## config.mk

```make
export PLATFORM = sky130hd
export DESIGN_NAME = usb_endpoint_ram_dma
export DESIGN_NICKNAME = d
export VERILOG_FILES = /design/src/usb_dma_pkg.sv /design/src/dma_launch_check.sv /design/src/dma_mover.sv /design/src/usb_endpoint_ram_dma.sv
export SDC_FILE = /design/constraint.sdc
export NUM_CORES = 1
export LEC_CHECK = 0
export BUFFER_PORTS_ARGS = -buffer_cell sky130_fd_sc_hd__buf_2
export CORE_ASPECT_RATIO = 1.1
export CORE_UTILIZATION = 35
export DETAILED_ROUTE_END_ITERATION = 12
export GPL_ROUTABILITY_DRIVEN = 1
export PLACE_DENSITY_LB_ADDON = 0.3
export SLEW_MARGIN = 20
export SYNTH_ARGS = -nofsm -noshare
export SYNTH_HDL_FRONTEND = slang
export SYNTH_HIERARCHICAL = 1
export SYNTH_SLANG_ARGS = --single-unit
```

## constraint.sdc

```tcl
create_clock -name MCLK_I -period 5.97 [get_ports MCLK_I]
set_input_delay 0.2985 -clock MCLK_I [delete_from_list [all_inputs] [get_ports MCLK_I]]
set_output_delay 0.2985 -clock MCLK_I [all_outputs]
set_load 0.005 [all_outputs]
```

## src/usb_dma_pkg.sv

```systemverilog
// Behaviour
// - three-bit endpoint select picks endpoint zero..seven
// - byte limit per endpoint: 64, 128, 8
// - zero count or endpoint above four is violation
// - valid launch clears the error flag
// - software clears error flag by writing zero
// - bad base, overrun or oversize sets error
// - window checked against 0x0100 through 0x10ff
// - set error flag raises the usb interrupt
// - failed launch leaves pointer and count unchanged
// - direction zero endpoint to ram, one reverse
// - written endpoint data never read back here
// - software sets run, hardware clears it
// - processor stalls for whole transfer, then resumes
// - running transfer cannot be interrupted
// - fourteen-bit pointer, high register top bits zero
// - pointer resets to 0x0100
// - pointer is source sending, destination receiving
// - pointer ends at last address plus one
// - seven-bit count kept after transfer, top zero
// - n bytes finish within n plus one cycles
// - registers inaccessible while usb is disabled
package usb_dma_pkg;

    ////////////////////////////////////////////////////////////////////////////////
    // register indexes, byte address is four times the index
    localparam logic [7:0]  CS_IDX       = 8'hea;   // transfer_control_status
    localparam logic [7:0]  PL_IDX       = 8'heb;   // ram_pointer_low
    localparam logic [7:0]  PH_IDX       = 8'hec;   // ram_pointer_high
    localparam logic [7:0]  BC_IDX       = 8'hed;   // transfer_byte_count

    ////////////////////////////////////////////////////////////////////////////////
    // control/status field positions
    localparam int          RUN_BIT      = 0;       // run_bit
    localparam int          DIR_BIT      = 1;       // transfer_direction
    localparam int          ERR_BIT      = 2;       // transfer_error_bit
    localparam int          EPS_LO       = 4;       // endpoint_select low bit
    localparam int          EPS_HI       = 6;       // endpoint_select high bit

    ////////////////////////////////////////////////////////////////////////////////
    // reset values
    localparam logic [13:0] PTR_RST      = 14'h0100;
    localparam logic [6:0]  CNT_RST      = 7'h00;
    localparam logic [2:0]  EPS_RST      = 3'h0;

    ////////////////////////////////////////////////////////////////////////////////
    // allowed ram window and endpoint limits
    localparam logic [14:0] WIN_LO       = 15'h0100;
    localparam logic [14:0] WIN_HI       = 15'h10ff;
    localparam logic [2:0]  EPS_MAX      = 3'h4;
    localparam logic [7:0]  EP0_SIZE     = 8'h40;   // single 64-byte bank
    localparam logic [7:0]  EP_DBL_SIZE  = 8'h80;   // two 64-byte banks
    localparam logic [7:0]  EP_SML_SIZE  = 8'h08;   // 8-byte endpoints

    // largest byte count the selected endpoint holds
    function automatic logic [7:0] ep_limit(input logic [2:0] eps);
        logic [7:0] lim;
        lim = EP_SML_SIZE;
        if (eps == 3'h0) begin
            lim = EP0_SIZE;
        end else if (eps <= 3'h3) begin
            lim = EP_DBL_SIZE;
        end
        return lim;
    endfunction

endpackage

```

## src/dma_launch_check.sv

```systemverilog
`timescale 1ns/1ps
// launch-time validation of pointer, count and endpoint
module dma_launch_check
    import usb_dma_pkg::*;
(
    input  wire logic [13:0] base_i,
    input  wire logic [6:0]  count_i,
    input  wire logic [2:0]  eps_i,
    output logic             ok_o
);

    logic [14:0] last_addr;   // address of the final byte
    logic        ok_ep;       // endpoint code allowed
    logic        ok_cnt;      // count nonzero and fits endpoint
    logic        ok_base;     // base inside window
    logic        ok_end;      // last byte inside window

    ////////////////////////////////////////////////////////////////////////////////
    // checks run before any byte moves
    assign ok_ep     = (eps_i <= EPS_MAX);
    assign ok_cnt    = (count_i != 7'h00) &&
                       ({1'b0, count_i} <= ep_limit(eps_i));
    assign ok_base   = ({1'b0, base_i} >= WIN_LO) && ({1'b0, base_i} <= WIN_HI);
    assign last_addr = 15'({1'b0, base_i} + {8'h00, count_i} - 15'h0001);
    assign ok_end    = (last_addr <= WIN_HI);
    assign ok_o      = ok_ep && ok_cnt && ok_base && ok_end;

endmodule

```

## src/dma_mover.sv

```systemverilog
`timescale 1ns/1ps
// byte mover: one read per cycle, write follows two cycles behind
module dma_mover
    import usb_dma_pkg::*;
(
    input  wire logic        clk_i,
    input  wire logic        rstn_i,
    input  wire logic        start_i,      // one-cycle launch
    input  wire logic        dir_i,        // 1: ram to endpoint
    input  wire logic [2:0]  eps_i,
    input  wire logic [13:0] base_i,
    input  wire logic [6:0]  count_i,
    output logic             busy_o,
    output logic             done_o,
    output logic [2:0]       ep_o,
    output logic [13:0]      ram_raddr_o,
    output logic             ram_re_o,
    input  wire logic [7:0]  ram_rdata_i,
    output logic [13:0]      ram_waddr_o,
    output logic             ram_we_o,
    output logic [7:0]       ram_wdata_o,
    output logic [6:0]       epb_ridx_o,
    output logic             epb_re_o,
    input  wire logic [7:0]  epb_rdata_i,
    output logic [6:0]       epb_widx_o,
    output logic             epb_we_o,
    output logic [7:0]       epb_wdata_o
);

    logic        dir_r;       // latched direction
    logic [13:0] base_r;      // latched base pointer
    logic [6:0]  cnt_r;       // latched count
    logic [6:0]  rd_left_r;   // reads still to issue
    logic [6:0]  rd_off_r;    // next read offset
    logic [6:0]  wr_off_r;    // next write offset
    logic        pend_r;      // read strobe is out this cycle
    logic        cap_r;       // returned byte sits on the data input
    logic        rd_go;       // issue a read this edge
    logic        last_wr;     // this capture is the final byte

    assign rd_go   = busy_o && (rd_left_r != 7'h00);
    assign last_wr = cap_r && (7'(wr_off_r + 7'h01) == cnt_r);

    ////////////////////////////////////////////////////////////////////////////////
    // read side: first read leaves with the launch itself
    always_ff @(posedge clk_i or negedge rstn_i) begin
        if (!rstn_i) begin
            dir_r <= 1'b0;
            base_r <= PTR_RST;
            cnt_r <= CNT_RST;
            ep_o <= EPS_RST;
            rd_left_r <= 7'h00;
            rd_off_r <= 7'h00;
            ram_raddr_o <= 14'h0000;
            epb_ridx_o <= 7'h00;
            ram_re_o <= 1'b0;
            epb_re_o <= 1'b0;
            pend_r <= 1'b0;
        end else if (start_i) begin
            // byte zero at the base pointer
            dir_r <= dir_i;
            base_r <= base_i;
            cnt_r <= count_i;
            ep_o <= eps_i;
            rd_left_r <= 7'(count_i - 7'h01);
            rd_off_r <= 7'h01;
            ram_raddr_o <= base_i;
            epb_ridx_o <= 7'h00;
            ram_re_o <= dir_i;
            epb_re_o <= !dir_i;
            pend_r <= 1'b1;
        end else begin
            // ascending addresses, one per cycle
            ram_raddr_o <= 14'(base_r + {7'h00, rd_off_r});
            epb_ridx_o <= rd_off_r;
            ram_re_o <= rd_go && dir_r;
            epb_re_o <= rd_go && !dir_r;
            pend_r <= rd_go;
            if (rd_go) begin
                rd_left_r <= 7'(rd_left_r - 7'h01);
                rd_off_r <= 7'(rd_off_r + 7'h01);
            end
        end
    end

    ////////////////////////////////////////////////////////////////////////////////
    // write side: capture returned byte, write it next cycle
    // memories answer one cycle after the strobe, so capture trails it by one
    always_ff @(posedge clk_i or negedge rstn_i) begin
        if (!rstn_i) begin
            cap_r <= 1'b0;
            busy_o <= 1'b0;
            done_o <= 1'b0;
            wr_off_r <= 7'h00;
            ram_waddr_o <= 14'h0000;
            epb_widx_o <= 7'h00;
            ram_we_o <= 1'b0;
            epb_we_o <= 1'b0;
            ram_wdata_o <= 8'h00;
            epb_wdata_o <= 8'h00;
        end else begin
            cap_r <= pend_r;
            ram_we_o <= cap_r && !dir_r;
            epb_we_o <= cap_r && dir_r;
            ram_wdata_o <= epb_rdata_i;
            epb_wdata_o <= ram_rdata_i;
            ram_waddr_o <= 14'(base_r + {7'h00, wr_off_r});
            epb_widx_o <= wr_off_r;
            done_o <= last_wr;
            if (start_i) begin
                busy_o <= 1'b1;
                wr_off_r <= 7'h00;
            end else if (cap_r) begin
                wr_off_r <= 7'(wr_off_r + 7'h01);
                if (last_wr) begin
                    busy_o <= 1'b0;
                end
            end
        end
    end

endmodule

```

## src/usb_endpoint_ram_dma.sv

```systemverilog
// The Wishbone interface to the registers was decided locally.
`timescale 1ns/1ps
// endpoint copy engine: wishbone registers, launch check, mover
module usb_endpoint_ram_dma
    import usb_dma_pkg::*;
(
    input  wire logic        MCLK_I,
    input  wire logic        RSTN_I,
    // wishbone classic slave
    input  wire logic [9:0]  ADR_I,
    input  wire logic [31:0] DAT_I,
    output logic [31:0]      DAT_O,
    input  wire logic [3:0]  SEL_I,
    input  wire logic        WE_I,
    input  wire logic        STB_I,
    input  wire logic        CYC_I,
    output logic             ACK_O,
    // module state
    input  wire logic        USB_EN_I,
    output logic             CPU_STALL_O,
    output logic             USB_IRQ_O,
    output logic             DONE_O,
    // system ram port
    output logic [13:0]      RAM_RADDR_O,
    output logic             RAM_RE_O,
    input  wire logic [7:0]  RAM_RDATA_I,
    output logic [13:0]      RAM_WADDR_O,
    output logic             RAM_WE_O,
    output logic [7:0]       RAM_WDATA_O,
    // endpoint_buffer_ram port
    output logic [2:0]       EPB_SEL_O,
    output logic [6:0]       EPB_RIDX_O,
    output logic             EPB_RE_O,
    input  wire logic [7:0]  EPB_RDATA_I,
    output logic [6:0]       EPB_WIDX_O,
    output logic             EPB_WE_O,
    output logic [7:0]       EPB_WDATA_O
);

    ////////////////////////////////////////////////////////////////////////////////
    // register state
    logic [13:0] ptr_r;          // ram_base_pointer
    logic [6:0]  cnt_r;          // transfer_byte_count
    logic [2:0]  eps_r;          // endpoint_select
    logic        dir_r;          // transfer_direction
    logic        err_r;          // transfer_error_flag
    logic        ack_r;          // bus acknowledge
    logic [31:0] dat_r;          // bus read data
    logic        irq_r;          // usb interrupt request

    ////////////////////////////////////////////////////////////////////////////////
    // bus decode
    logic [7:0]  idx;            // word index
    logic        busy;           // transfer in progress
    logic        done;           // last byte written
    logic        take;           // request accepted this edge
    logic        wr_lane;        // write carrying low byte
    logic        wr_cs;          // write to control/status
    logic        wr_pl;          // write to pointer low
    logic        wr_ph;          // write to pointer high
    logic        wr_bc;          // write to byte count
    logic        launch;         // run bit written
    logic        chk_ok;         // launch checks pass
    logic        start;          // transfer begins
    logic        fail;           // launch rejected
    logic        sw_clr;         // software clears error
    logic [7:0]  cs_val;         // control/status read view
    logic [7:0]  rd_mux;         // selected read byte

    assign idx     = ADR_I[9:2];
    // no answer while a transfer runs; the stalled processor never asks
    assign take    = CYC_I && STB_I && !ack_r && !busy;
    // disabled module: answered, writes dropped, reads zero
    assign wr_lane = take && WE_I && SEL_I[0] && USB_EN_I;
    assign wr_cs   = wr_lane && (idx == CS_IDX);
    assign wr_pl   = wr_lane && (idx == PL_IDX);
    assign wr_ph   = wr_lane && (idx == PH_IDX);
    assign wr_bc   = wr_lane && (idx == BC_IDX);
    assign launch  = wr_cs && DAT_I[RUN_BIT];
    assign start   = launch && chk_ok;
    assign fail    = launch && !chk_ok;
    assign sw_clr  = wr_cs && !DAT_I[ERR_BIT];

    ////////////////////////////////////////////////////////////////////////////////
    // launch checks stored pointer and count with the endpoint written in the same access
    dma_launch_check u_check (
        .base_i  (ptr_r),
        .count_i (cnt_r),
        .eps_i   (DAT_I[EPS_HI:EPS_LO]),
        .ok_o    (chk_ok)
    );

    ////////////////////////////////////////////////////////////////////////////////
    // read view; reserved bits zero
    assign cs_val = {1'b0, eps_r, 1'b0, err_r, dir_r, busy};
    assign rd_mux = !USB_EN_I         ? 8'h00 :
                    (idx == CS_IDX)   ? cs_val :
                    (idx == PL_IDX)   ? ptr_r[7:0] :
                    (idx == PH_IDX)   ? {2'b00, ptr_r[13:8]} :
                    (idx == BC_IDX)   ? {1'b0, cnt_r} :
                    8'h00;

    ////////////////////////////////////////////////////////////////////////////////
    // bus handshake: one wait-free answer, ack drops next cycle
    always_ff @(posedge MCLK_I or negedge RSTN_I) begin
        if (!RSTN_I) begin
            ack_r <= 1'b0;
            dat_r <= 32'h0000_0000;
        end else begin
            ack_r <= take;
            if (take) begin
                dat_r <= {24'h00_0000, rd_mux};
            end
        end
    end

    ////////////////////////////////////////////////////////////////////////////////
    // control fields
    always_ff @(posedge MCLK_I or negedge RSTN_I) begin
        if (!RSTN_I) begin
            eps_r <= EPS_RST;
            dir_r <= 1'b0;
        end else if (wr_cs) begin
            eps_r <= DAT_I[EPS_HI:EPS_LO];
            dir_r <= DAT_I[DIR_BIT];
        end
    end

    ////////////////////////////////////////////////////////////////////////////////
    // error flag: launch result beats the software clear
    always_ff @(posedge MCLK_I or negedge RSTN_I) begin
        if (!RSTN_I) begin
            err_r <= 1'b0;
        end else if (fail) begin
            err_r <= 1'b1;
        end else if (start) begin
            err_r <= 1'b0;
        end else if (sw_clr) begin
            err_r <= 1'b0;
        end
    end

    ////////////////////////////////////////////////////////////////////////////////
    // interrupt follows the flag while it stays set
    always_ff @(posedge MCLK_I or negedge RSTN_I) begin
        if (!RSTN_I) begin
            irq_r <= 1'b0;
        end else begin
            irq_r <= err_r;
        end
    end

    ////////////////////////////////////////////////////////////////////////////////
    // pointer: software load, advance by count at launch
    // the mover keeps its own base copy and the bus is refused until the
    // last byte is captured, so software only ever sees the advanced value
    // after completion; a done-time update would race the first access
    always_ff @(posedge MCLK_I or negedge RSTN_I) begin
        if (!RSTN_I) begin
            ptr_r <= PTR_RST;
        end else if (start) begin
            ptr_r <= 14'(ptr_r + {7'h00, cnt_r});
        end else if (wr_pl) begin
            ptr_r[7:0] <= DAT_I[7:0];
        end else if (wr_ph) begin
            ptr_r[13:8] <= DAT_I[5:0];
        end
    end
    // a rejected launch writes neither pointer nor count

    ////////////////////////////////////////////////////////////////////////////////
    // byte count, never altered by a transfer
    always_ff @(posedge MCLK_I or negedge RSTN_I) begin
        if (!RSTN_I) begin
            cnt_r <= CNT_RST;
        end else if (wr_bc) begin
            cnt_r <= DAT_I[6:0];
        end
    end

    ////////////////////////////////////////////////////////////////////////////////
    // mover; its busy flop is the run bit and the stall
    dma_mover u_mover (
        .clk_i       (MCLK_I),
        .rstn_i      (RSTN_I),
        .start_i     (start),
        .dir_i       (DAT_I[DIR_BIT]),
        .eps_i       (DAT_I[EPS_HI:EPS_LO]),
        .base_i      (ptr_r),
        .count_i     (cnt_r),
        .busy_o      (busy),
        .done_o      (done),
        .ep_o        (EPB_SEL_O),
        .ram_raddr_o (RAM_RADDR_O),
        .ram_re_o    (RAM_RE_O),
        .ram_rdata_i (RAM_RDATA_I),
        .ram_waddr_o (RAM_WADDR_O),
        .ram_we_o    (RAM_WE_O),
        .ram_wdata_o (RAM_WDATA_O),
        .epb_ridx_o  (EPB_RIDX_O),
        .epb_re_o    (EPB_RE_O),
        .epb_rdata_i (EPB_RDATA_I),
        .epb_widx_o  (EPB_WIDX_O),
        .epb_we_o    (EPB_WE_O),
        .epb_wdata_o (EPB_WDATA_O)
    );

    ////////////////////////////////////////////////////////////////////////////////
    // outputs, all from flops
    assign ACK_O       = ack_r;
    assign DAT_O       = dat_r;
    assign USB_IRQ_O   = irq_r;
    assign DONE_O      = done;
    assign CPU_STALL_O = busy;

endmodule

```

==> results.md <==
- Final WS setup: 1130 ps
- Unrepaired setup endpoints after global routing: false
- Via density: 4.99
- Worst Reg-to-Reg Cells: 21
- Clock tree sinks: 148
- CTS Buf Count: 17
- Die X: 149 um
- Synth Warn #: 6
- Maximum fanout along the worst path: 28
- Arrival time of the worst setup path: 5140 ps
- Worst slew pin tran: 939 ps
- Type of the worst setup path: reg2reg
- Drt drc: 0
- DRT iter0 DRCs: 373
- R2R Path End: u_mover/rd_left_r[6]
- Antenna diodes: 0
- Final Skew: 10.2 ps
- Initial antenna violation count: 1
- Outcome: finished clean
- Critical Path Start: ptr_r[1]
- Max_cap viols: 0
- First-pass GRT wire length: 31.8 mm
- Hold WS: 85.3 ps
- Fin. Hold Viols: 0
- # fillers: 2254
- Htree depth: 4
- Reg-to-reg slack, setup: 1130 ps
- Antenna Violating Nets Remaining: 0
- Die H: 163 um
- Total wire length: 19.6 mm
- Drt first pass iters: 5
- Area occupied by multi-input gates: 4160 um^2
- Worst R2R Start: ptr_r[1]
- Area Growth Syn to Fin: 18.6%
- Total global-route track usage: 0.167
- HPWL Detailed: 13.9 mm
- Synthesized area: 8300 um^2
- Routed len/inst: 15.5 um
- FF/Latch Area: 3710 um^2
- Synth area leaders: dfrtp_1 (44%), ha_1 (7.7%), xnor2_1 (3.4%), nand2_1 (3.1%), mux2i_1 (2.7%)
- Setup Buffers After CTS: 0
- Setup crit end kind: flop
- Library cells used by synthesis: 80
- Most frequent cell after synthesis: dfrtp_1
- Port bufs: 115
- Hold Path End: ptr_r[7]
- Final setup fails: 0
- Async S/R FF share, synth: 1.00
- Layout cells sized above 1: 0.198
- Starting density of the core: 0.360
- Fin util: 0.427
- Maximum clock insertion buffer count: 2
- Yosys reg bits: 148
- Gr ovfl total: 0
- Post-synth top area share: 0.440
- CTS tree: yes
- Top post-synthesis cells by count: dfrtp_1 (146), nand2_1 (69), inv_1 (58)
- Yosys top cell by area: dfrtp_1
- Final TNS setup: 0 ps
- Peak VDD IR: 0.000190 V
- Hold Crit Depth: 3
- Via count: 6290
- Syn_area_per_cell: 10.1 um^2
- Min-delay src: DAT_I[7]
- Power Density: 224 nW/um^2
- Post-route clock period utilization: 0.811
- Pins Over Slew Limit: 0
- Clock slew at reported path FFs: 60 ps
- Worst slack, placed: 1170 ps
- EDFF count, synth: 0
- Clk Latency, worst-skew pair: 420 ps
- Vias in the first global route: 6080
- Root Driver: clkbuf_16
- Nets: 1070
- Critical Path RT: 6260 ps
- P_leak: 4.65 nW
- GPL Wtd Cong: 0.866
- Ports: 169
- Core area: 23100 um^2
- Synth Flop Type: dfrtp_1
- Critical path launch point type: flop
- Peak Freq: 0.206 GHz
- Die area: 24300 um^2
- Seq/Total Area, Yosys: 0.447
- Largest net degree at the start of global routing: 90
- # rows: 58
- Worst min-delay path category: in2reg
- Mapped Cells: 820
- Fin crit period: 4840 ps
- Slew margin rel.: 0.366
-- timing repair --
action / in CTS / in global routing
resized for setup: 0 / 0
hold buffers: 17 / 0
setup endpoints to repair: 0 / 0
endpoints found under the hold margin: 104 / 0
-- worst max-delay path by stage --
stage,slack [ps],end,depth (start not counted)
final,1130,u_mover/rd_left_r[6],21
after global routing,640,u_mover/rd_left_r[6],21
after CTS,1160,u_mover/rd_left_r[6],21
after detailed placement,1170,u_mover/rd_left_r[6],21
after global placement,1240,u_mover/rd_left_r[6],21
after floorplan,1310,u_mover/rd_left_r[6],25
-- metrics by stage --
step	area, um^2	total power, mW	cells
final	9840	2.20	1260
after global routing	9840	2.29	1260
after CTS	9840	2.23	1260
after detailed placement	9070	1.11	1211
after global placement	9070	1.11	1211
after floorplan	8380	1.07	843
-- state kept, by name, summed over array words and instances, names as in the netlist, 8 cells and up --
name,cells
ptr_r,14
u_mover/base_r,14
u_mover/ram_raddr_o,14
u_mover/ram_waddr_o,14
DAT_O,8
u_mover/epb_wdata_o,8
u_mover/ram_wdata_o,8
-- worst max-delay path, cell delays in order, from the launching register on --
cell      delay [ps]
dfrtp_1          610
inv_1            100
ha_1             300
inv_1             60
ha_1             160
inv_1             60
fa_1             340
nand3b_1         160
a21oi_1          130
o21ai_0          180
a21oi_1          240
mux2i_1          200
o2111a_1         320
nand2_1           70
nor2_1           150
and3_4           450
mux2i_1          330
ha_1             290
o221ai_1         180
nor2_1           140
xnor2_1          130
mux2i_1           80
-- logic make-up (layout without fill, tap and decap cells) --
group,after synthesis,count (layout),share of synthesized area
buffers and inverters,108,225,0.0626
adder cells (fa/ha/maj),55,55,0.0866
multiplexers,44,44,0.0568
other,1,24,0.000452
AND/OR/NAND/NOR,232,232,0.146
flip-flops,148,148,0.447
AO/OA/AOI/OAI,176,176,0.142
XOR/XNOR,56,56,0.0591
-- per-layer routing --
layer / share of wire / vias up / GRT usage / wire length (um)
li1: - / 3073 / - / -
met5: 0.00051 / - / 0 / 10
met4: 0.027 / 2 / 0.0728 / 531
met2: 0.49 / 181 / 0.279 / 9520
met1: 0.44 / 3002 / 0.212 / 8560
met3: 0.048 / 32 / 0.0302 / 933
-- where the power goes --
part / leakage (nW) / switching [mW] / total (mW) / internal [mW]
logic: 2.60 / 0.0554 / 0.0891 / 0.0337
clock network: 0.294 / 0.420 / 1.10 / 0.681
registers: 1.76 / 0.00323 / 1.01 / 1.01
total: 4.65 / 0.478 / 2.20 / 1.72
-- cells in the final DEF (no fill, tap or decap), types with 17 or more instances in the layout --
cell type      count
o21ai_1           30
mux2i_1           22
nor3_1            20
nor2b_1           18
nor2_1            49
dfrtp_1          146
clkbuf_16         17
nand2_1           69
inv_1             58
a21oi_1           36
ha_1              51
xor2_1            24
buf_2            114
o21ai_0           31
dlygate4sd3_1     17
xnor2_1           32
conb_1            24
-- cell type report --
type | count | area share
clock inverter | 11 | 0.0149
timing repair buffer | 135 | 0.0787
inverter | 58 | 0.0221
sequential | 148 | 0.376
multi-input combinational | 587 | 0.423
tap | 300 | 0.0381
clock buffer | 21 | 0.0468
Note: power is estimated with default switching activity, not from simulation.
